<file path="src/waveform_params.svh">
// Register offsets, field positions and reset values of the waveform bus master.
`ifndef WAVEFORM_PARAMS_SVH
`define WAVEFORM_PARAMS_SVH

`define ADDR_W 8
`define OFS_CONFIG 8'h00
`define OFS_CONTROL 8'h04
`define OFS_STATUS 8'h08
`define OFS_ADDRESS 8'h0C
`define OFS_COUNT0 8'h10
`define OFS_COUNT1 8'h14
`define OFS_COUNT2 8'h18
`define OFS_COUNT3 8'h1C
`define VEC_REGION 3'h2
`define NUM_VECTORS 8
`define STEP_W 3

`define CFG_MODE_LSB 0
`define CFG_BUS16_BIT 2
`define CFG_CLK48_BIT 3
`define CFG_CLKEXT_BIT 4
`define CFG_DIROUT_BIT 5

`define CTRL_START_BIT 0
`define CTRL_ABORT_BIT 1
`define CTRL_FSEL_LSB 2

`define STS_BUSY_BIT 0
`define STS_DONE_BIT 1
`define STS_STALL_BIT 2
`define STS_STEP_LSB 8

`define CTL_IDLE_LEVEL 6'h3F
`define RESP_OKAY 2'h0
`define RESP_SLVERR 2'h2

`endif

</file>
<file path="src/waveform_pkg.sv">
// Types shared by the waveform bus master and its helpers.
`include "waveform_params.svh"
package waveform_pkg;
    typedef enum logic [1:0] {
        MODE_PORT = 2'b00,
        MODE_RSVD = 2'b01,
        MODE_MASTER = 2'b10,
        MODE_SLAVE = 2'b11
    } mode_t;
    typedef enum logic [1:0] {
        ST_IDLE = 2'b00,
        ST_THROTTLE = 2'b01,
        ST_STEP = 2'b10
    } engine_state_t;
    typedef struct packed {
        logic [6:0] reserved;
        logic branch_en;
        logic last;
        logic addr_inc;
        logic fifo_adv;
        logic [`STEP_W-1:0] target;
        logic [5:0] match;
        logic [5:0] mask;
        logic [5:0] ctl;
    } vector_t;
    typedef struct packed {
        mode_t mode;
        logic bus16;
        logic clk48;
        logic clk_ext;
        logic dir_out;
        logic [1:0] fifo_sel;
        logic [8:0] addr;
        engine_state_t state;
        logic [`STEP_W-1:0] step;
        logic done;
        logic [5:0] ctl;
        logic [15:0] data_out;
        logic [15:0] wr_data;
        logic rd_adv;
        logic wr_adv;
        vector_t [`NUM_VECTORS-1:0] vec;
    } engine_t;
    typedef struct packed {
        logic aw_held;
        logic [`ADDR_W-1:0] awaddr;
        logic w_held;
        logic [31:0] wdata;
        logic [3:0] wstrb;
        logic bvalid;
        logic [1:0] bresp;
        logic rvalid;
        logic [31:0] rdata;
        logic [1:0] rresp;
    } axil_t;
    typedef struct packed {
        logic [31:0] count;
    } counter_t;
endpackage

</file>
<file path="src/waveform_axil_slave.sv">
// AXI4-Lite slave front end that turns bus beats into register strobes.
`timescale 1ns/1ps
`include "waveform_params.svh"
module waveform_axil_slave (
    // Clock and reset
    input wire logic aclk,
    input wire logic aresetn,
    // AXI4-Lite
    input wire logic [`ADDR_W-1:0] awaddr,
    input wire logic awvalid,
    output logic awready,
    input wire logic [31:0] wdata,
    input wire logic [3:0] wstrb,
    input wire logic wvalid,
    output logic wready,
    output logic [1:0] bresp,
    output logic bvalid,
    input wire logic bready,
    input wire logic [`ADDR_W-1:0] araddr,
    input wire logic arvalid,
    output logic arready,
    output logic [31:0] rdata,
    output logic [1:0] rresp,
    output logic rvalid,
    input wire logic rready,
    // Register side
    output logic reg_wr,
    output logic [`ADDR_W-1:0] reg_waddr,
    output logic [31:0] reg_wdata,
    output logic [3:0] reg_wstrb,
    input wire logic reg_wr_err,
    output logic reg_rd,
    output logic [`ADDR_W-1:0] reg_raddr,
    input wire logic [31:0] reg_rdata,
    input wire logic reg_rd_err
);
    waveform_pkg::axil_t s;
    waveform_pkg::axil_t next_s;

    // Address and data are held separately so the master may offer them in either order.
    assign awready = !s.aw_held && !s.bvalid;
    assign wready = !s.w_held && !s.bvalid;
    assign arready = !s.rvalid;
    assign reg_wr = s.aw_held && s.w_held && !s.bvalid;
    assign reg_waddr = s.awaddr;
    assign reg_wdata = s.wdata;
    assign reg_wstrb = s.wstrb;
    assign reg_rd = arvalid && !s.rvalid;
    assign reg_raddr = araddr;
    assign bresp = s.bresp;
    assign bvalid = s.bvalid;
    assign rdata = s.rdata;
    assign rresp = s.rresp;
    assign rvalid = s.rvalid;

    always_comb begin
        next_s = s;
        if (awvalid && awready) begin
            next_s.aw_held = 1'b1;
            next_s.awaddr = awaddr;
        end
        if (wvalid && wready) begin
            next_s.w_held = 1'b1;
            next_s.wdata = wdata;
            next_s.wstrb = wstrb;
        end
        if (reg_wr) begin
            next_s.aw_held = 1'b0;
            next_s.w_held = 1'b0;
            next_s.bvalid = 1'b1;
            next_s.bresp = reg_wr_err ? `RESP_SLVERR : `RESP_OKAY;
        end
        if (s.bvalid && bready) begin
            next_s.bvalid = 1'b0;
        end
        if (reg_rd) begin
            next_s.rvalid = 1'b1;
            next_s.rdata = reg_rd_err ? 32'h00000000 : reg_rdata;
            next_s.rresp = reg_rd_err ? `RESP_SLVERR : `RESP_OKAY;
        end
        if (s.rvalid && rready) begin
            next_s.rvalid = 1'b0;
        end
    end

    always_ff @(posedge aclk) begin
        if (!aresetn) begin
            s <= '0;
        end else begin
            s <= next_s;
        end
    end
endmodule

</file>
<file path="src/transaction_counter.sv">
// Four-byte transaction counter with byte loads and a decrement strobe.
`timescale 1ns/1ps
module transaction_counter (
    // Clock and reset
    input wire logic aclk,
    input wire logic aresetn,
    // Software byte loads
    input wire logic [3:0] load_en,
    input wire logic [7:0] load_data,
    // Engine side
    input wire logic dec,
    output logic [31:0] count
);
    waveform_pkg::counter_t s;
    waveform_pkg::counter_t next_s;

    assign count = s.count;

    // A software load in the same cycle overrides the decrement of that byte.
    always_comb begin
        next_s = s;
        if (dec) begin
            next_s.count = s.count - 32'h00000001;
        end
        for (int i = 0; i < 4; i++) begin
            if (load_en[i]) begin
                next_s.count[i*8 +: 8] = load_data;
            end
        end
    end

    always_ff @(posedge aclk) begin
        if (!aresetn) begin
            s <= '0;
        end else begin
            s <= next_s;
        end
    end

    a_count_decrement: assert property (@(posedge aclk) disable iff (!aresetn)
        dec && load_en == 4'h0 |=> count == $past(count) - 32'h00000001)
        else $error("transaction count did not drop by one");
endmodule

</file>
<file path="src/programmable_waveform_bus_master.sv">
// Programmable waveform engine that masters a parallel bus, with its AXI4-Lite registers.
// Operation
// - Data bus runs eight or sixteen bits wide.
// - Six control outputs, nine address, six ready.
// - Vector sets control levels and ready condition.
// - Vector may advance FIFO or address.
// - Ordered vector sequence forms one waveform.
// - Control outputs may change every clock.
// - Ready inputs select the branch taken.
// - Nine address lines span 512 bytes.
// - Four-byte count drives unattended long transfers.
// - Stall while FIFO would under- or overflow; checked once per waveform, not per vector.
// - Count decrements; reads show remaining transactions.
// - Two-bit field picks port, master, slave.
// - Power-on comes up in port mode.
// - Master mode drives the FIFO select lines.
// - Interface clock source and rate selectable.
//
// The implementer's own choices: the AXI4-Lite register port and the address map.
`timescale 1ns/1ps
`include "waveform_params.svh"
module programmable_waveform_bus_master (
    // Clock and reset
    input wire logic aclk,
    input wire logic aresetn,
    // AXI4-Lite
    input wire logic [`ADDR_W-1:0] awaddr,
    input wire logic awvalid,
    output logic awready,
    input wire logic [31:0] wdata,
    input wire logic [3:0] wstrb,
    input wire logic wvalid,
    output logic wready,
    output logic [1:0] bresp,
    output logic bvalid,
    input wire logic bready,
    input wire logic [`ADDR_W-1:0] araddr,
    input wire logic arvalid,
    output logic arready,
    output logic [31:0] rdata,
    output logic [1:0] rresp,
    output logic rvalid,
    input wire logic rready,
    // Parallel bus
    input wire logic [15:0] data_in,
    output logic [15:0] data_out,
    output logic data_oe,
    output logic [5:0] control_out,
    output logic control_oe,
    output logic [8:0] waveform_address_out,
    output logic address_oe,
    input wire logic [5:0] ready_in,
    output logic [1:0] fifo_select,
    output logic fifo_select_oe,
    // Endpoint FIFO
    input wire logic [15:0] fifo_rd_data,
    input wire logic fifo_rd_valid,
    output logic fifo_rd_advance,
    output logic [15:0] fifo_wr_data,
    input wire logic fifo_wr_ready,
    output logic fifo_wr_advance,
    // Interface clock selection
    output logic interface_clock_48,
    output logic interface_clock_external
);
    waveform_pkg::engine_t s;
    waveform_pkg::engine_t next_s;
    waveform_pkg::vector_t cur;
    logic reg_wr;
    logic [`ADDR_W-1:0] reg_waddr;
    logic [31:0] reg_wdata;
    logic [3:0] reg_wstrb;
    logic reg_rd;
    logic [`ADDR_W-1:0] reg_raddr;
    logic [31:0] reg_rdata;
    logic wr_cfg;
    logic wr_ctrl;
    logic wr_status;
    logic wr_addr;
    logic wr_vec;
    logic [3:0] cnt_load;
    logic cnt_dec;
    logic [31:0] cnt_value;
    logic cond;
    logic fifo_ok;
    logic abort_now;
    logic start_now;
    logic engine_drive;

    function automatic logic [31:0] apply_strobe(input logic [31:0] old, input logic [31:0] wd,
                                                 input logic [3:0] st);
        logic [31:0] r;
        r = old;
        for (int i = 0; i < 4; i++) begin
            if (st[i]) begin
                r[i*8 +: 8] = wd[i*8 +: 8];
            end
        end
        return r;
    endfunction

    function automatic logic is_vector(input logic [`ADDR_W-1:0] a);
        return a[`ADDR_W-1:5] == `VEC_REGION;
    endfunction

    function automatic logic addr_mapped(input logic [`ADDR_W-1:0] a);
        return is_vector(a) || a == `OFS_CONFIG || a == `OFS_CONTROL || a == `OFS_STATUS
            || a == `OFS_ADDRESS || a == `OFS_COUNT0 || a == `OFS_COUNT1
            || a == `OFS_COUNT2 || a == `OFS_COUNT3;
    endfunction

    function automatic logic [31:0] config_word(input waveform_pkg::engine_t st);
        logic [31:0] r;
        r = 32'h00000000;
        r[`CFG_MODE_LSB +: 2] = st.mode;
        r[`CFG_BUS16_BIT] = st.bus16;
        r[`CFG_CLK48_BIT] = st.clk48;
        r[`CFG_CLKEXT_BIT] = st.clk_ext;
        r[`CFG_DIROUT_BIT] = st.dir_out;
        return r;
    endfunction

    function automatic logic [31:0] read_word(input logic [`ADDR_W-1:0] a,
                                              input waveform_pkg::engine_t st,
                                              input logic [31:0] cnt);
        logic [31:0] r;
        r = 32'h00000000;
        if (is_vector(a)) begin
            r = st.vec[a[`STEP_W+1:2]];
        end else begin
            case (a)
                `OFS_CONFIG: r = config_word(st);
                `OFS_CONTROL: r[`CTRL_FSEL_LSB +: 2] = st.fifo_sel;
                `OFS_STATUS: begin
                    r[`STS_BUSY_BIT] = st.state != waveform_pkg::ST_IDLE;
                    r[`STS_DONE_BIT] = st.done;
                    r[`STS_STALL_BIT] = st.state == waveform_pkg::ST_THROTTLE;
                    r[`STS_STEP_LSB +: `STEP_W] = st.step;
                end
                `OFS_ADDRESS: r[8:0] = st.addr;
                `OFS_COUNT0: r[7:0] = cnt[7:0];
                `OFS_COUNT1: r[7:0] = cnt[15:8];
                `OFS_COUNT2: r[7:0] = cnt[23:16];
                `OFS_COUNT3: r[7:0] = cnt[31:24];
                default: r = 32'h00000000;
            endcase
        end
        return r;
    endfunction

    waveform_axil_slave u_bus (
        .aclk(aclk),
        .aresetn(aresetn),
        .awaddr(awaddr),
        .awvalid(awvalid),
        .awready(awready),
        .wdata(wdata),
        .wstrb(wstrb),
        .wvalid(wvalid),
        .wready(wready),
        .bresp(bresp),
        .bvalid(bvalid),
        .bready(bready),
        .araddr(araddr),
        .arvalid(arvalid),
        .arready(arready),
        .rdata(rdata),
        .rresp(rresp),
        .rvalid(rvalid),
        .rready(rready),
        .reg_wr(reg_wr),
        .reg_waddr(reg_waddr),
        .reg_wdata(reg_wdata),
        .reg_wstrb(reg_wstrb),
        .reg_wr_err(!addr_mapped(reg_waddr)),
        .reg_rd(reg_rd),
        .reg_raddr(reg_raddr),
        .reg_rdata(reg_rdata),
        .reg_rd_err(!addr_mapped(reg_raddr))
    );

    // Count bytes are separate words so software can load them in any order.
    transaction_counter u_count (
        .aclk(aclk),
        .aresetn(aresetn),
        .load_en(cnt_load),
        .load_data(reg_wdata[7:0]),
        .dec(cnt_dec),
        .count(cnt_value)
    );

    assign reg_rdata = read_word(reg_raddr, s, cnt_value);
    assign wr_cfg = reg_wr && reg_waddr == `OFS_CONFIG;
    assign wr_ctrl = reg_wr && reg_waddr == `OFS_CONTROL && reg_wstrb[0];
    assign wr_status = reg_wr && reg_waddr == `OFS_STATUS && reg_wstrb[0];
    assign wr_addr = reg_wr && reg_waddr == `OFS_ADDRESS;
    assign wr_vec = reg_wr && is_vector(reg_waddr);
    assign cnt_load[0] = reg_wr && reg_waddr == `OFS_COUNT0 && reg_wstrb[0];
    assign cnt_load[1] = reg_wr && reg_waddr == `OFS_COUNT1 && reg_wstrb[0];
    assign cnt_load[2] = reg_wr && reg_waddr == `OFS_COUNT2 && reg_wstrb[0];
    assign cnt_load[3] = reg_wr && reg_waddr == `OFS_COUNT3 && reg_wstrb[0];
    assign abort_now = wr_ctrl && reg_wdata[`CTRL_ABORT_BIT];
    assign start_now = wr_ctrl && reg_wdata[`CTRL_START_BIT];

    assign cur = s.vec[s.step];
    assign cond = ((ready_in ^ cur.match) & cur.mask) == 6'h00;
    assign fifo_ok = s.dir_out ? fifo_rd_valid : fifo_wr_ready;
    assign engine_drive = s.mode == waveform_pkg::MODE_MASTER;

    assign control_out = s.ctl;
    assign control_oe = engine_drive;
    assign waveform_address_out = s.addr;
    assign address_oe = engine_drive;
    assign fifo_select = s.fifo_sel;
    assign fifo_select_oe = engine_drive;
    assign data_out = s.data_out;
    assign data_oe = engine_drive && s.dir_out;
    assign fifo_rd_advance = s.rd_adv;
    assign fifo_wr_advance = s.wr_adv;
    assign fifo_wr_data = s.wr_data;
    assign interface_clock_48 = s.clk48;
    assign interface_clock_external = s.clk_ext;

    always_comb begin
        logic [31:0] merged;
        merged = apply_strobe(config_word(s), reg_wdata, reg_wstrb);
        next_s = s;
        next_s.rd_adv = 1'b0;
        next_s.wr_adv = 1'b0;
        cnt_dec = 1'b0;
        if (wr_cfg) begin
            next_s.mode = waveform_pkg::mode_t'(merged[`CFG_MODE_LSB +: 2]);
            next_s.bus16 = merged[`CFG_BUS16_BIT];
            next_s.clk48 = merged[`CFG_CLK48_BIT];
            next_s.clk_ext = merged[`CFG_CLKEXT_BIT];
            next_s.dir_out = merged[`CFG_DIROUT_BIT];
        end
        if (wr_ctrl) begin
            next_s.fifo_sel = reg_wdata[`CTRL_FSEL_LSB +: 2];
        end
        if (wr_addr) begin
            next_s.addr = 9'(apply_strobe({23'h000000, s.addr}, reg_wdata, reg_wstrb));
        end
        if (wr_vec) begin
            next_s.vec[reg_waddr[`STEP_W+1:2]] = waveform_pkg::vector_t'(
                apply_strobe(s.vec[reg_waddr[`STEP_W+1:2]], reg_wdata, reg_wstrb));
        end
        // The clear is applied first so a completion in the same cycle survives it.
        if (wr_status && reg_wdata[`STS_DONE_BIT]) begin
            next_s.done = 1'b0;
        end
        case (s.state)
            waveform_pkg::ST_IDLE: begin
                if (start_now && engine_drive) begin
                    next_s.state = waveform_pkg::ST_THROTTLE;
                end
            end
            waveform_pkg::ST_THROTTLE: begin
                // The FIFO is checked once per waveform, before it drives any edge.
                if (fifo_ok) begin
                    next_s.state = waveform_pkg::ST_STEP;
                    next_s.step = '0;
                    next_s.ctl = s.vec[0].ctl;
                end
            end
            waveform_pkg::ST_STEP: begin
                if (cond) begin
                    if (cur.fifo_adv && s.dir_out) begin
                        next_s.data_out = s.bus16 ? fifo_rd_data
                                                  : {8'h00, fifo_rd_data[7:0]};
                        next_s.rd_adv = 1'b1;
                    end
                    if (cur.fifo_adv && !s.dir_out) begin
                        next_s.wr_data = s.bus16 ? data_in : {8'h00, data_in[7:0]};
                        next_s.wr_adv = 1'b1;
                    end
                    if (cur.addr_inc) begin
                        next_s.addr = s.addr + 9'h001;
                    end
                    if (cur.last) begin
                        cnt_dec = 1'b1;
                        next_s.ctl = `CTL_IDLE_LEVEL;
                        // A count of zero wraps, so it runs the full 2^32 transactions.
                        if (cnt_value == 32'h00000001) begin
                            next_s.state = waveform_pkg::ST_IDLE;
                            next_s.done = 1'b1;
                        end else begin
                            next_s.state = waveform_pkg::ST_THROTTLE;
                        end
                    end else begin
                        next_s.step = s.step + 3'h1;
                        next_s.ctl = s.vec[s.step + 3'h1].ctl;
                    end
                end else if (cur.branch_en) begin
                    next_s.step = cur.target;
                    next_s.ctl = s.vec[cur.target].ctl;
                end
            end
            default: next_s.state = waveform_pkg::ST_IDLE;
        endcase
        if (s.state != waveform_pkg::ST_IDLE && (abort_now || !engine_drive)) begin
            next_s.state = waveform_pkg::ST_IDLE;
            next_s.ctl = `CTL_IDLE_LEVEL;
        end
    end

    always_ff @(posedge aclk) begin
        if (!aresetn) begin
            s <= '0;
            s.ctl <= `CTL_IDLE_LEVEL;
        end else begin
            s <= next_s;
        end
    end

    a_pins_released: assert property (@(posedge aclk) disable iff (!aresetn)
        s.mode != waveform_pkg::MODE_MASTER |-> !control_oe && !address_oe && !data_oe)
        else $error("pins driven outside master mode");
    a_select_driven: assert property (@(posedge aclk) disable iff (!aresetn)
        s.mode == waveform_pkg::MODE_MASTER |-> fifo_select_oe && fifo_select == s.fifo_sel)
        else $error("fifo select not driven in master mode");
    a_step_advance: assert property (@(posedge aclk) disable iff (!aresetn)
        s.state == waveform_pkg::ST_STEP && cond && !cur.last && !abort_now && !wr_cfg
        |=> s.step == $past(s.step) + 3'h1 && control_out == s.vec[s.step].ctl)
        else $error("vector did not advance with its control levels");
    a_wait_holds: assert property (@(posedge aclk) disable iff (!aresetn)
        s.state == waveform_pkg::ST_STEP && !cond && !cur.branch_en && !abort_now && !wr_cfg
        |=> $stable(s.step) && $stable(control_out) && s.state == waveform_pkg::ST_STEP)
        else $error("vector left before its ready condition");
    a_branch_taken: assert property (@(posedge aclk) disable iff (!aresetn)
        s.state == waveform_pkg::ST_STEP && !cond && cur.branch_en && !abort_now && !wr_cfg
        |=> s.step == $past(cur.target))
        else $error("branch target not taken");
    a_addr_step: assert property (@(posedge aclk) disable iff (!aresetn)
        s.state == waveform_pkg::ST_STEP && cond && cur.addr_inc && !wr_addr
        |=> waveform_address_out == $past(waveform_address_out) + 9'h001)
        else $error("address did not increment");
    a_throttle_stall: assert property (@(posedge aclk) disable iff (!aresetn)
        s.state == waveform_pkg::ST_THROTTLE && !fifo_ok && !abort_now && !wr_cfg
        |=> s.state == waveform_pkg::ST_THROTTLE && !fifo_rd_advance && !fifo_wr_advance)
        else $error("engine ran while the FIFO was not ready");
    a_done_final: assert property (@(posedge aclk) disable iff (!aresetn)
        s.state == waveform_pkg::ST_STEP && cond && cur.last && cnt_value == 32'h00000001
        && !abort_now && !wr_cfg
        |=> s.state == waveform_pkg::ST_IDLE && s.done && cnt_value == 32'h00000000)
        else $error("final transaction did not end in idle with done");
    a_narrow_bus: assert property (@(posedge aclk) disable iff (!aresetn)
        !s.bus16 && $rose(fifo_wr_advance) |-> fifo_wr_data[15:8] == 8'h00)
        else $error("upper byte carried on an eight-bit bus");
endmodule

</file>
<file path="config.mk">
export PLATFORM = sky130hd
export DESIGN_NAME = programmable_waveform_bus_master
export DESIGN_NICKNAME = d
export VERILOG_FILES = /design/src/waveform_pkg.sv /design/src/waveform_axil_slave.sv /design/src/transaction_counter.sv /design/src/programmable_waveform_bus_master.sv
export VERILOG_INCLUDE_DIRS = /design/src
export SDC_FILE = /design/constraint.sdc
export NUM_CORES = 1
export LEC_CHECK = 0
export BUFFER_PORTS_ARGS = -buffer_cell sky130_fd_sc_hd__buf_2
export CORE_UTILIZATION = 43
export DETAILED_ROUTE_END_ITERATION = 12
export SLEW_MARGIN = 10
export SYNTH_ARGS = -nofsm -noshare
export SYNTH_HDL_FRONTEND = slang
export SYNTH_HIERARCHICAL = 1
export SYNTH_SLANG_ARGS = --single-unit
</file>
<file path="constraint.sdc">
create_clock -name aclk -period 3.55 [get_ports aclk]
set_input_delay 0.355 -clock aclk [delete_from_list [all_inputs] [get_ports aclk]]
set_output_delay 0.355 -clock aclk [all_outputs]
set_load 0.05 [all_outputs]
</file>
# [Word level (Yosys, flattened, before mapping)]
# Index checks and enable logic that the tools add are counted.
[classes] n_addsub=3 magnitude_cmp=6 eq_ne=26 n_mux=69 bitwise=3 reduce_logical=77
[ops] cell="32-bit binary-select mux with 3-bit select" n=5
[ops] cell="256-bit bitwise mux" n=1
[ops] cell="32-bit 2-to-1 mux" n=6
[ops] cell="8-bit 2-to-1 mux" n=13
[ops] cell="32-bit demux with 3-bit select" n=1
[ops] cell="8-bit by 5-bit == test with 1-bit output, second input constant" n=8
[ops] cell="6-bit 2-to-1 mux" n=6
[ops] cell="1-bit logical AND" n=33
[ops] cell="32-bit by 1-bit == test with 1-bit output, second input constant" n=1
[ops] cell="8-bit by 4-bit == test with 1-bit output, second input constant" n=4
[ops] cell="16-bit 2-to-1 mux" n=2
[ops] cell="32-bit by 1-bit subtractor with 32-bit output, second input constant" n=1
[ops] cell="9-bit 2-to-1 mux" n=3
[ops] cell="25-bit 2-to-1 mux" n=1
[ops] cell="4-bit one-hot mux with 6 select lines" n=1
[ops] cell="3-bit by 4-bit less-than comparator with 1-bit output, second input constant" n=5
[ops] cell="1-bit logical OR" n=17
[ops] cell="8-bit by 3-bit == test with 1-bit output, second input constant" n=2
[ops] cell="8-bit logical NOT" n=2
[ops] cell="2-bit one-hot mux with 7 select lines" n=1
[ops] cell="1-bit 2-to-1 mux" n=13
[ops] cell="6-bit one-hot mux with 2 select lines" n=1
[ops] cell="3-bit AND reduction" n=4
[ops] cell="2-bit nonzero test" n=6
[ops] cell="other kinds (26)" n=47
[totals] register_bits=435 input_bits=99 wordCells=285

# [Logic depth before layout (Yosys ltp)]
# Gate-level depths: netlist of run 1.
[depth] word_depth=10 mapped_depth=16

# [Hierarchy]
# Netlist of run 1, hierarchy kept.
[modules_own_cells] mod="programmable_waveform_bus_master" instances=1 cells_per_inst=2165 area_each_um2=18859.3
[modules_own_cells] mod="waveform_axil_slave" instances=1 cells_per_inst=457 area_each_um2=3860.0
[modules_own_cells] mod="transaction_counter" instances=1 cells_per_inst=245 area_each_um2=2014.4

# [Worst setup path before layout of run 1]
# Ideal clock, no wire load.
[synth_path] path_kind="input-to-reg" from="input ready_in[2]" to="register u_count.s, in the netlist u_count/count[26]" setup_time_ns=0.118 t_arrival_ns=3.062 slack_ns=0.370 cell_stages=12 n_path_buf=1 path_cell_list="clkbuf_1 > xor2_1 > a222oi_1 > a31o_1 > nand4_1 > o22ai_2 > nand2b_1 > nor2_1 > nor4bb_1 > nand4_1 > or4b_1 > o2111a_1"
[synth_between] elab_chain_cells=6
[synth_rtl] item="start, declared" line="programmable_waveform_bus_master.sv:52" text="input wire logic [5:0] ready_in,"
[synth_rtl] item="6-bit XOR" line="programmable_waveform_bus_master.sv:206" text="assign cond = ((ready_in ^ cur.match) & cur.mask) == 6'h00;"
[synth_rtl] item="6-bit AND" line="programmable_waveform_bus_master.sv:206"
[synth_rtl] item="6-bit logical NOT" line="programmable_waveform_bus_master.sv:206"
[synth_rtl] item="1-bit 2-to-1 mux" line="programmable_waveform_bus_master.sv:267" text="if (cond) begin"
[synth_rtl] item="1-bit 2-to-1 mux" line="programmable_waveform_bus_master.sv:252" text="case (s.state)"
[synth_rtl] item="named net cnt_dec" line="programmable_waveform_bus_master.sv:82" text="logic cnt_dec;"
[synth_rtl] item="2-bit nonzero test (no line)"
[synth_rtl] item="end signal, assigned" line="transaction_counter.sv:36" text="s <= next_s;"
[synth_rtl] item="end, declared" line="transaction_counter.sv:14" text="waveform_pkg::counter_t s;"
# The timed path passes the listed nets, and every way through them passes these cells.
# A chain may end at the register's enable or synchronous reset.

# [Worst setup path after layout of run 1]
[layout_path] from="register s[298] (netlist bit)" to="register u_count.s, in the netlist u_count/count[22]"
[layout_between] elab_chain_cells=8
[layout_rtl] item="start, declared" line="programmable_waveform_bus_master.sv:66" text="waveform_pkg::engine_t s;"
[layout_rtl] item="start signal, assigned" line="programmable_waveform_bus_master.sv:312" text="s <= next_s;"
[layout_rtl] item="32-bit binary-select mux with 3-bit select (*)" line="programmable_waveform_bus_master.sv:205" text="assign cur = s.vec[s.step];"
[layout_rtl] item="25-bit 2-to-1 mux (implied by the code) (*)" line="programmable_waveform_bus_master.sv:205"
[layout_rtl] item="6-bit XOR" line="programmable_waveform_bus_master.sv:206"
[layout_rtl] item="6-bit AND" line="programmable_waveform_bus_master.sv:206"
[layout_rtl] item="6-bit logical NOT" line="programmable_waveform_bus_master.sv:206"
[layout_rtl] item="1-bit 2-to-1 mux (*)" line="programmable_waveform_bus_master.sv:267"
[layout_rtl] item="1-bit 2-to-1 mux (*)" line="programmable_waveform_bus_master.sv:252"
[layout_rtl] item="named net cnt_dec" line="programmable_waveform_bus_master.sv:82"
[layout_rtl] item="2-bit nonzero test (no line) (*)"
# Mark *: on every way through the listed nets, which the timed path passes. The rest lies on a longest branch. The select of a mux whose other input is x is not followed.

==> impl_metrics.toml, run 1 <==
[timing]
rsz0062_at_grt = "false"
final_max_slew_viol_count = 0
fmax_mhz = 303
worstMarginPinSlew_ns = 0.954
skew_ns = 0.0398
fin_tns_setup_ns = 0
setup_viol_count_final = 0
hold_viol = 0
fin_crit_sh = 0.929
relSlewSlack = 0.363
fin_crit_ns = 3.30
finalWorstSetupSlack_ns = 0.251

[synthesis]
yosys.area.top_type_share = 0.350
ys_seq_elements = 433
syn_area_per_cell_um2 = 8.63
async_reset_ff_frac = 0
syn_area_um2 = 24700
synth-seq-area-share = 0.350
synth_edf_count = 0
yosysTopAreaCell = "dfxtp_1"
synth_ff_type = "dfxtp_1"
yosys-top-cells-area = "dfxtp_1, mux4_2, nand2_1"
synth_cell_types = 86
yosysWarnings = 6
syn-instance-count = 2867

[layout]
nets = 2985
drive_gt1_frac = 0.193
area_growth_pct = 11.7
final_core_util = 0.488
design_area_um2 = 27600
final_cells = 3679
fill_cells = 5360

[placement]
place_inst = 3538
placed_area_um2 = 25500
preCtsSetupSlack_ns = 0.0383
io_buffers = 194
routabilityCongestion = 0.936
dp_hpwl_um = 53900

[cts]
numCtsBuffers = 48
tritoncts = "built"
clock_latency_ns = 0.61
clockRootBuffer = "clkbuf_16"
cts_buffer_depth = 3
cts_setup_buffers = 0
path_clk_slew_ns = 0.06
cts_sinks = 433
h-tree-depth = 2

[power]
p_comb_frac = 0.066
p_switching_mw = 2.65
power_density_nw_per_um2 = 393
internal_power_mw = 8.20
seq_power_share = 0.460
p_sw_frac = 0.244
leakagePower_nw = 9.80
peakVddDrop_mv = 0.333
clkPwrFrac = 0.473

[drt]
postRouteAntennaNets = 0
vias = 22100
drtIter0Drc = 2381
drc_errors = 0
wl_um = 84400
firstDrtPassIters = 7
post_drt_wl_per_cell_um = 22.9
via_per_inst = 6.02

[run]
maxCapViolCount = 0

[setup_path]
path_class = "register to register"
timing.rr.end = "u_count/count[22]"
crit_arrival_ns = 3.83
crit_slowest_cell = "or4_1"
crit_chain = "buf_4 -> and2_1 -> a222oi_1 -> a31o_1 -> nand4_1 -> o22ai_2 -> nand2b_1 -> nor2_2 -> buf_4 -> buf_4 -> and2_1 -> nand2_1 -> or4_1 -> a31oi_1"
critPathMaxStageDelay_ns = 0.51
cp.required_ns = 4.08
cp_common_cell = "buf_4"
rr_worst_depth = 14
reg2reg_from = "s[298]"
cp_max_fo = 11
setup.worst_path.end_class = "register"
r2r_setup_slack_ns = 0.25
setup.worst_path.start_class = "register"

[grt]
grt_pass1_vias = 21400
gr-usage-all-layers = 0.283
antenna_found_initial = 1
grt_pass1_wl_um = 129000
gr-total-overflow = 0
grt_max_degree = 127

[floorplanning]
rows = 87
die_h_um = 242
start_util = 0.437
ios = 197
design.core.area_um2 = 56600
die_area_um2 = 58500
die_w_um = 242

[worst_hold_path]
min_path_type = "primary input to register"
hold_depth = 3
min_from = "data_in[4]"
whs_endpoint = "fifo_wr_data[4]"

[run_status]
status = "complete, no violations"
[power groups by stage]
stage / clock network [mW] / logic [mW] / registers, mW
after detailed placement: 0 / 0.669 / 5.10
after global routing: 5.41 / 0.765 / 5.00
after global placement: 0 / 0.663 / 5.10
after floorplan: 0 / 0.541 / 5.03
final: 5.14 / 0.720 / 4.99
after CTS: 5.23 / 0.713 / 4.99
[flip-flops by register name, indices dropped and copies added, names as in the netlist, 2 cells and up]
register,cells
waveform_address_out,9
u_count/count,32
u_bus/reg_wdata,32
fifo_wr_data,16
fifo_select,2
u_bus/rdata,32
s,266
u_bus/reg_waddr,8
data_out,16
u_bus/reg_wstrb,4
control_out,6
u_bus/s,2
[layer usage]
metal / wire (um) / GRT usage / share of wire
met3: 7560 / 0.0495 / 0.090
met4: 4490 / 0.149 / 0.053
met5: 0 / 0 / 0
met2: 39200 / 0.462 / 0.46
met1: 33200 / 0.357 / 0.39
[cell families after synthesis]
group | count (synthesis) | share of synthesized area
and+or+nand+nor | 1104 | 0.199
AOI/OAI and AO/OA | 576 | 0.136
xor gates and xnor gates | 51 | 0.0181
muxes | 311 | 0.209
adders and majority gates | 3 | 0.00152
DFF | 433 | 0.350
buffers and inverters | 388 | 0.0866
other | 1 | 0.000152
[placed cells by master (no fill, tap or decap), types with 6 or more instances in the layout]
cell type / netlist / layout
o21ai_1: 42 / 42
o221ai_1: 8 / 8
and3_1: 13 / 13
inv_1: 18 / 17
nand3b_1: 36 / 36
a2bb2oi_1: 6 / 6
mux4_2: 161 / 161
buf_12: 2 / 13
dlygate4sd3_1: 0 / 51
xnor2_1: 28 / 28
clkbuf_1: 164 / 14
or3_1: 13 / 13
nand2b_1: 21 / 20
nor2b_1: 10 / 10
a21boi_0: 32 / 32
nor2_1: 100 / 95
a31oi_1: 23 / 23
a21oi_1: 304 / 304
nand3_1: 84 / 84
o32ai_1: 6 / 6
mux2i_1: 135 / 135
nand4_1: 23 / 23
xor2_1: 23 / 23
a221oi_1: 7 / 7
buf_4: 144 / 76
a22o_1: 6 / 6
or4_1: 11 / 11
dfxtp_1: 433 / 428
nand2_1: 709 / 709
nor2_2: 1 / 6
o22ai_1: 7 / 7
clkbuf_16: 0 / 50
and2_1: 15 / 15
nor4_1: 18 / 18
clkbuf_8: 1 / 18
o21ai_0: 74 / 73
buf_2: 22 / 191
nor3_1: 19 / 17
mux2_2: 12 / 12
[layout make-up]
class / count / area [um^2] / share of cell area
multi-input cells: 2047 / 14000 / 0.506
flip-flops and latches: 433 / 8680 / 0.314
repair buffers: 332 / 2310 / 0.0836
clock buffers: 82 / 1550 / 0.0562
well taps: 756 / 946 / 0.0343
inverters: 21 / 86.3 / 0.00313
clock inverters: 7 / 77.6 / 0.00281
diodes: 1 / 2.50 / 0.0000906
[synth_stat cells, types with 6 or more instances]
| cell type | count |
|---|---|
| a21boi_0 | 32 |
| a21oi_1 | 304 |
| a221oi_1 | 7 |
| a22o_1 | 6 |
| a2bb2oi_1 | 6 |
| a31oi_1 | 23 |
| and2_1 | 15 |
| and3_1 | 13 |
| buf_1 | 22 |
| buf_2 | 22 |
| buf_4 | 144 |
| buf_6 | 8 |
| clkbuf_1 | 164 |
| dfxtp_1 | 433 |
| inv_1 | 18 |
| mux2_2 | 12 |
| mux2i_1 | 135 |
| mux4_2 | 161 |
| nand2_1 | 709 |
| nand2b_1 | 21 |
| nand3_1 | 84 |
| nand3b_1 | 36 |
| nand4_1 | 23 |
| nor2_1 | 100 |
| nor2b_1 | 10 |
| nor3_1 | 19 |
| nor4_1 | 18 |
| o21ai_0 | 74 |
| o21ai_1 | 42 |
| o221ai_1 | 8 |
| o22ai_1 | 7 |
| o32ai_1 | 6 |
| or3_1 | 13 |
| or4_1 | 11 |
| xnor2_1 | 28 |
| xor2_1 | 23 |
[repair_timing]
action | CTS | global route
endpoints found under the setup margin | 0 | 11
hold buffers | 51 | 0
gates resized for setup | 0 | 4
endpoints found under the hold margin | 50 | 0
[worst max path at each step]
stage	start	to	slack, ns	depth (start not counted)
finish	s[298]	u_count/count[22]	0.25	14
global route	s[298]	u_count/count[18]	0.05	14
CTS	s[298]	u_count/count[15]	0.08	12
detailed placement	ready_in[1]	u_count/count[15]	0.04	12
global placement	ready_in[1]	u_count/count[13]	0.15	12
floorplan	ready_in[2]	u_count/count[26]	0.37	12
[critical path, delay by kind of cell (launching register included)]
kind | cells | cell delay, ns
buffers and inverters | 3 | 0.47
flip-flops | 1 | 0.38
AND/OR/NAND/NOR | 7 | 1.49
AO/OA/AOI/OAI | 4 | 0.90
[stage by stage]
stage,hold WS (ns),total power [mW]
after global routing,0.0169,11.2
after floorplan,0.429,5.57
final,0.0244,10.8
after CTS,0.000135,10.9
after detailed placement,0.444,5.77
after global placement,0.436,5.76
Power figures use the tool's default switching activity.
==> run 2, diff against run 1 <==
==> constraint.sdc (replaced) <==
create_clock -name aclk -period 3.5 [get_ports aclk]
set_input_delay 0.35 -clock aclk [delete_from_list [all_inputs] [get_ports aclk]]
set_output_delay 0.35 -clock aclk [all_outputs]
set_load 0.05 [all_outputs]
==> impl_metrics.toml, run 2 (synthesized netlist as in run 1, its figures left out) <==
[timing]
final_max_slew_viol_count = 0
fin_crit_sh = 0.945
worstMarginPinSlew_ns = 0.984
hold-worst-slack_ns = 0.0268
rsz0062_at_grt = "false"
fmax_mhz = 302
setup_viol_count_final = 0
skew_ns = 0.0267
relSlewSlack = 0.344
hold_viol = 0
fin_crit_ns = 3.31
finalWorstSetupSlack_ns = 0.191

[layout]
antenna_cells = 0
nets = 3017
largest-register = "s"
drive_gt1_frac = 0.201
design_area_um2 = 27800
final_common_cell = "nand2_1"
area_growth_pct = 12.5
final_core_util = 0.492
mostFrequentLayoutCells = "nand2_1, dfxtp_1, a21oi_1"
final_cells = 3708
largest_reg_flops = 266

[drt]
post_drt_wl_per_cell_um = 23.0
firstDrtPassIters = 6
drc_errors = 0
wl_um = 85300
via_per_inst = 6.06
vias = 22500
postRouteAntennaNets = 0
drtIter0Drc = 2469

[setup_path]
cp_max_fo = 16
crit_chain = "buf_4 -> buf_4 -> mux2i_1 -> xor2_1 -> o2111a_1 -> a31oi_1 -> o22ai_2 -> nand2b_4 -> nor2_4 -> buf_4 -> or3b_4 -> or4_1 -> a31oi_1"
crit_slowest_cell = "or4_1"
cp_common_cell = "buf_4"
critPathMaxStageDelay_ns = 0.52
crit_buf_inv = 3
cp.required_ns = 4.02
path_class = "register to register"
r2r_setup_slack_ns = 0.19
setup.worst_path.start_class = "register"
setup.worst_path.end_class = "register"
crit_arrival_ns = 3.83
cpLargestDelayFamily = "simple AND/OR/NAND/NOR gates"

[floorplanning]
rows = 87
start_util = 0.437
ios = 197
die_area_um2 = 58500
design.core.area_um2 = 56600
die_w_um = 242
die_h_um = 242

[grt]
gr-usage-all-layers = 0.284
grt_pass1_vias = 21600
grt_max_degree = 157
gr-total-overflow = 0
antenna_found_initial = 0
grt_pass1_wl_um = 130000

[cts]
numCtsBuffers = 49
cts_buffer_depth = 3
tritoncts = "built"
path_clk_slew_ns = 0.06
clockRootBuffer = "clkbuf_16"
h-tree-depth = 2
cts_sinks = 433
clock_latency_ns = 0.62

[worst_hold_path]
min_path_type = "primary input to register"

[placement]
preCtsSetupSlack_ns = -0.156
io_buffers = 194
routabilityCongestion = 0.956
placed_area_um2 = 25500
place_inst = 3555
dp_hpwl_um = 54800

[run_status]
status = "complete, no violations"

[power]
power_density_nw_per_um2 = 396
peakVddDrop_mv = 0.433
leakagePower_nw = 9.96

[run]
maxCapViolCount = 0
run 2: path summary, 6_finish.rpt:
check | from | end | cells past startpoint
setup / recovery | s[298] | u_count/count[13] | 13
hold / removal | bready | u_bus/bvalid | 3
setup reg to reg | s[298] | u_count/count[13] | 13
hold reg to reg | u_bus/rdata[30] | u_bus/rdata[30] | 2
run 2: worst reg2reg max path: stages (launching register included):
cell,delay (ns)
dfxtp_4,0.45
buf_4,0.15
buf_4,0.11
mux2i_1,0.22
xor2_1,0.18
o2111a_1,0.20
a31oi_1,0.05
o22ai_2,0.32
nand2b_4,0.12
nor2_4,0.15
buf_4,0.13
or3b_4,0.42
or4_1,0.52
a31oi_1,0.21
run 2: timing repair:
item	CTS	global route
endpoints found under the hold margin	60	0
endpoints found under the setup margin	4	15
setup buffers	0	4
gates resized for setup	2	4
hold buffers	61	0
run 2: per-layer routing:
layer	track usage	up-vias	wire length (um)
li1	-	10100	-
met1	0.364	10900	33700
met2	0.460	1217	39600
met3	0.0445	219	7630
met4	0.151	0	4320
met5	0	-	0
run 2: report_power, final:
| group | internal, mW | switching, mW | leakage, nW |
|---|---|---|---|
| logic | 0.276 | 0.462 | 5.64 |
| clock network | 3.04 | 2.18 | 0.820 |
| registers | 4.97 | 0.0945 | 3.50 |
| total | 8.28 | 2.74 | 9.96 |
run 2: final cells by class:
| cell class | instances | area (um^2) |
|---|---|---|
| clock buffers | 69 | 1450 |
| clock inverters | 19 | 183 |
| fillers | 5357 | 28800 |
| inverters | 21 | 86.3 |
| multi-input cells | 2047 | 14000 |
| flip-flops and latches | 433 | 8680 |
| well taps | 756 | 946 |
| repair buffers | 363 | 2500 |
run 2: stage by stage:
step                      TNS [ns]  power [mW]
after global routing             0        11.4
after global placement     -0.0982        5.84
after floorplan                  0        5.65
after CTS                        0        11.1
final                            0        11.0
after detailed placement    -0.364        5.85
==> run 3, diff against run 2 <==
--- a/config.mk
+++ b/config.mk
@@ -9,7 +9,8 @@
 export BUFFER_PORTS_ARGS = -buffer_cell sky130_fd_sc_hd__buf_2
 export CORE_UTILIZATION = 43
 export DETAILED_ROUTE_END_ITERATION = 12
-export SLEW_MARGIN = 10
+export MAX_ROUTING_LAYER = met4
+export SLEW_MARGIN = 0
 export SYNTH_ARGS = -nofsm -noshare
 export SYNTH_HDL_FRONTEND = slang
 export SYNTH_HIERARCHICAL = 1
==> impl_metrics.toml, run 3 (synthesized netlist as in run 1, its figures left out) <==
[setup_path]
crit_arrival_ns = 3.82
setup.worst_path.start_class = "register"
setup.worst_path.end_class = "register"
cp_max_fo = 11
path_class = "register to register"
cp.required_ns = 4.03

[drt]
firstDrtPassIters = 7
drc_errors = 0
post_drt_wl_per_cell_um = 23.0
postRouteAntennaNets = 0
via_per_inst = 6.03
vias = 22300
wl_um = 85000
drtIter0Drc = 2442

[timing]
skew_ns = 0.0344
final_max_slew_viol_count = 0
fin_crit_ns = 3.30
finalWorstSetupSlack_ns = 0.203
setup_viol_count_final = 0
hold_viol = 0
relSlewSlack = 0.363
fmax_mhz = 303
rsz0062_at_grt = "false"
hold-worst-slack_ns = 0.0224
fin_crit_sh = 0.942
worstMarginPinSlew_ns = 0.955

[power]
leakagePower_nw = 9.88
clkPwrFrac = 0.475
peakVddDrop_mv = 0.413
p_comb_frac = 0.067
p_sw_frac = 0.247
seq_power_share = 0.458
internal_power_mw = 8.32
power_density_nw_per_um2 = 398
p_switching_mw = 2.73

[cts]
h-tree-depth = 2
clock_latency_ns = 0.61
path_clk_slew_ns = 0.06
numCtsBuffers = 49
cts_buffer_depth = 3
cts_sinks = 433
clockRootBuffer = "clkbuf_16"
tritoncts = "built"

[run]
maxCapViolCount = 0

[floorplanning]
ios = 197
die_h_um = 242
die_w_um = 242
start_util = 0.437
die_area_um2 = 58500
design.core.area_um2 = 56600
rows = 87

[layout]
final_core_util = 0.491
final_common_cell = "nand2_1"
final_cells = 3694
largest-register = "s"
nets = 3001
drive_gt1_frac = 0.195
antenna_cells = 0
design_area_um2 = 27800
mostFrequentLayoutCells = "nand2_1, dfxtp_1, a21oi_1"
area_growth_pct = 12.3
largest_reg_flops = 266

[placement]
place_inst = 3543
placed_area_um2 = 25500
routabilityCongestion = 0.961
preCtsSetupSlack_ns = -0.0509
io_buffers = 194
dp_hpwl_um = 54000

[worst_hold_path]
min_path_type = "primary input to register"

[grt]
grt_max_degree = 120
antenna_found_initial = 0
grt_pass1_vias = 21300
grt_pass1_wl_um = 129000
gr-usage-all-layers = 0.294
gr-total-overflow = 0

[run_status]
status = "complete, no violations"
run 3: changes by cell type in the layout (fill, tap and decap cells not counted), sizes merged:
cell and change:
buf -16, clkinv -10, clkbuf +7, clkinvlp +2
inv +3
run 3: power groups by stage:
stage	combinational, mW	sequential, mW	clock (mW)
5_1_grt	0.784	5.07	5.56
2_1_floorplan	0.548	5.10	0
3_5_place_dp	0.680	5.18	0
4_1_cts	0.734	5.07	5.33
3_3_place_gp	0.671	5.17	0
6_report	0.740	5.07	5.25
run 3: stage by stage:
stage / power, mW / setup TNS [ns]
after global placement: 5.85 / 0
after detailed placement: 5.86 / -0.100
final: 11.1 / 0
after CTS: 11.1 / 0
after global routing: 11.4 / 0
after floorplan: 5.65 / 0
run 3: final timing paths:
| path | startpoint | end | slack [ns] | depth (start not counted) |
|---|---|---|---|---|
| max | s[298] | u_count/count[15] | 0.20 | 12 |
| min | fifo_rd_data[0] | data_out[0] | 0.02 | 3 |
| max reg2reg | s[298] | u_count/count[15] | 0.20 | 12 |
| min reg2reg | fifo_wr_data[7] | fifo_wr_data[7] | 0.45 | 2 |
run 3: routing by layer:
layer / vias to the layer above / GRT usage / routed length (um)
li1: 10100 / - / -
met1: 10700 / 0.366 / 34100
met2: 1171 / 0.460 / 39000
met3: 255 / 0.0447 / 7260
met4: 0 / 0.155 / 4650
met5: - / - / 0
run 3: critical path, stage by stage, from the launching register on:
cell and delay, ns:
dfxtp_4 0.42, buf_4 0.21, mux2i_1 0.25, xor2_1 0.16, o2111a_1 0.20, a31oi_1 0.05
o22ai_2 0.26, nand2b_1 0.18, nor2_4 0.16, buf_4 0.19, or3b_4 0.44, or4b_1 0.52
a31oi_1 0.17
run 3: final cells by class:
type                            instances  area (um^2)
Timing Repair Buffer                  347         2460
Multi-Input combinational cell       2047        14000
Clock buffer                           76         1490
Sequential cell                       433         8680
Fill cell                            5305        28800
Tap cell                              756          946
Inverter                               21         86.3
Clock inverter                         14          151
run 3: what timing repair did:
item                                   CTS  global route
endpoints found under the hold margin   60             0
buffers inserted                         0             0
hold buffers                            61             0
gates resized for setup                  1             5
setup endpoints to repair                3            14
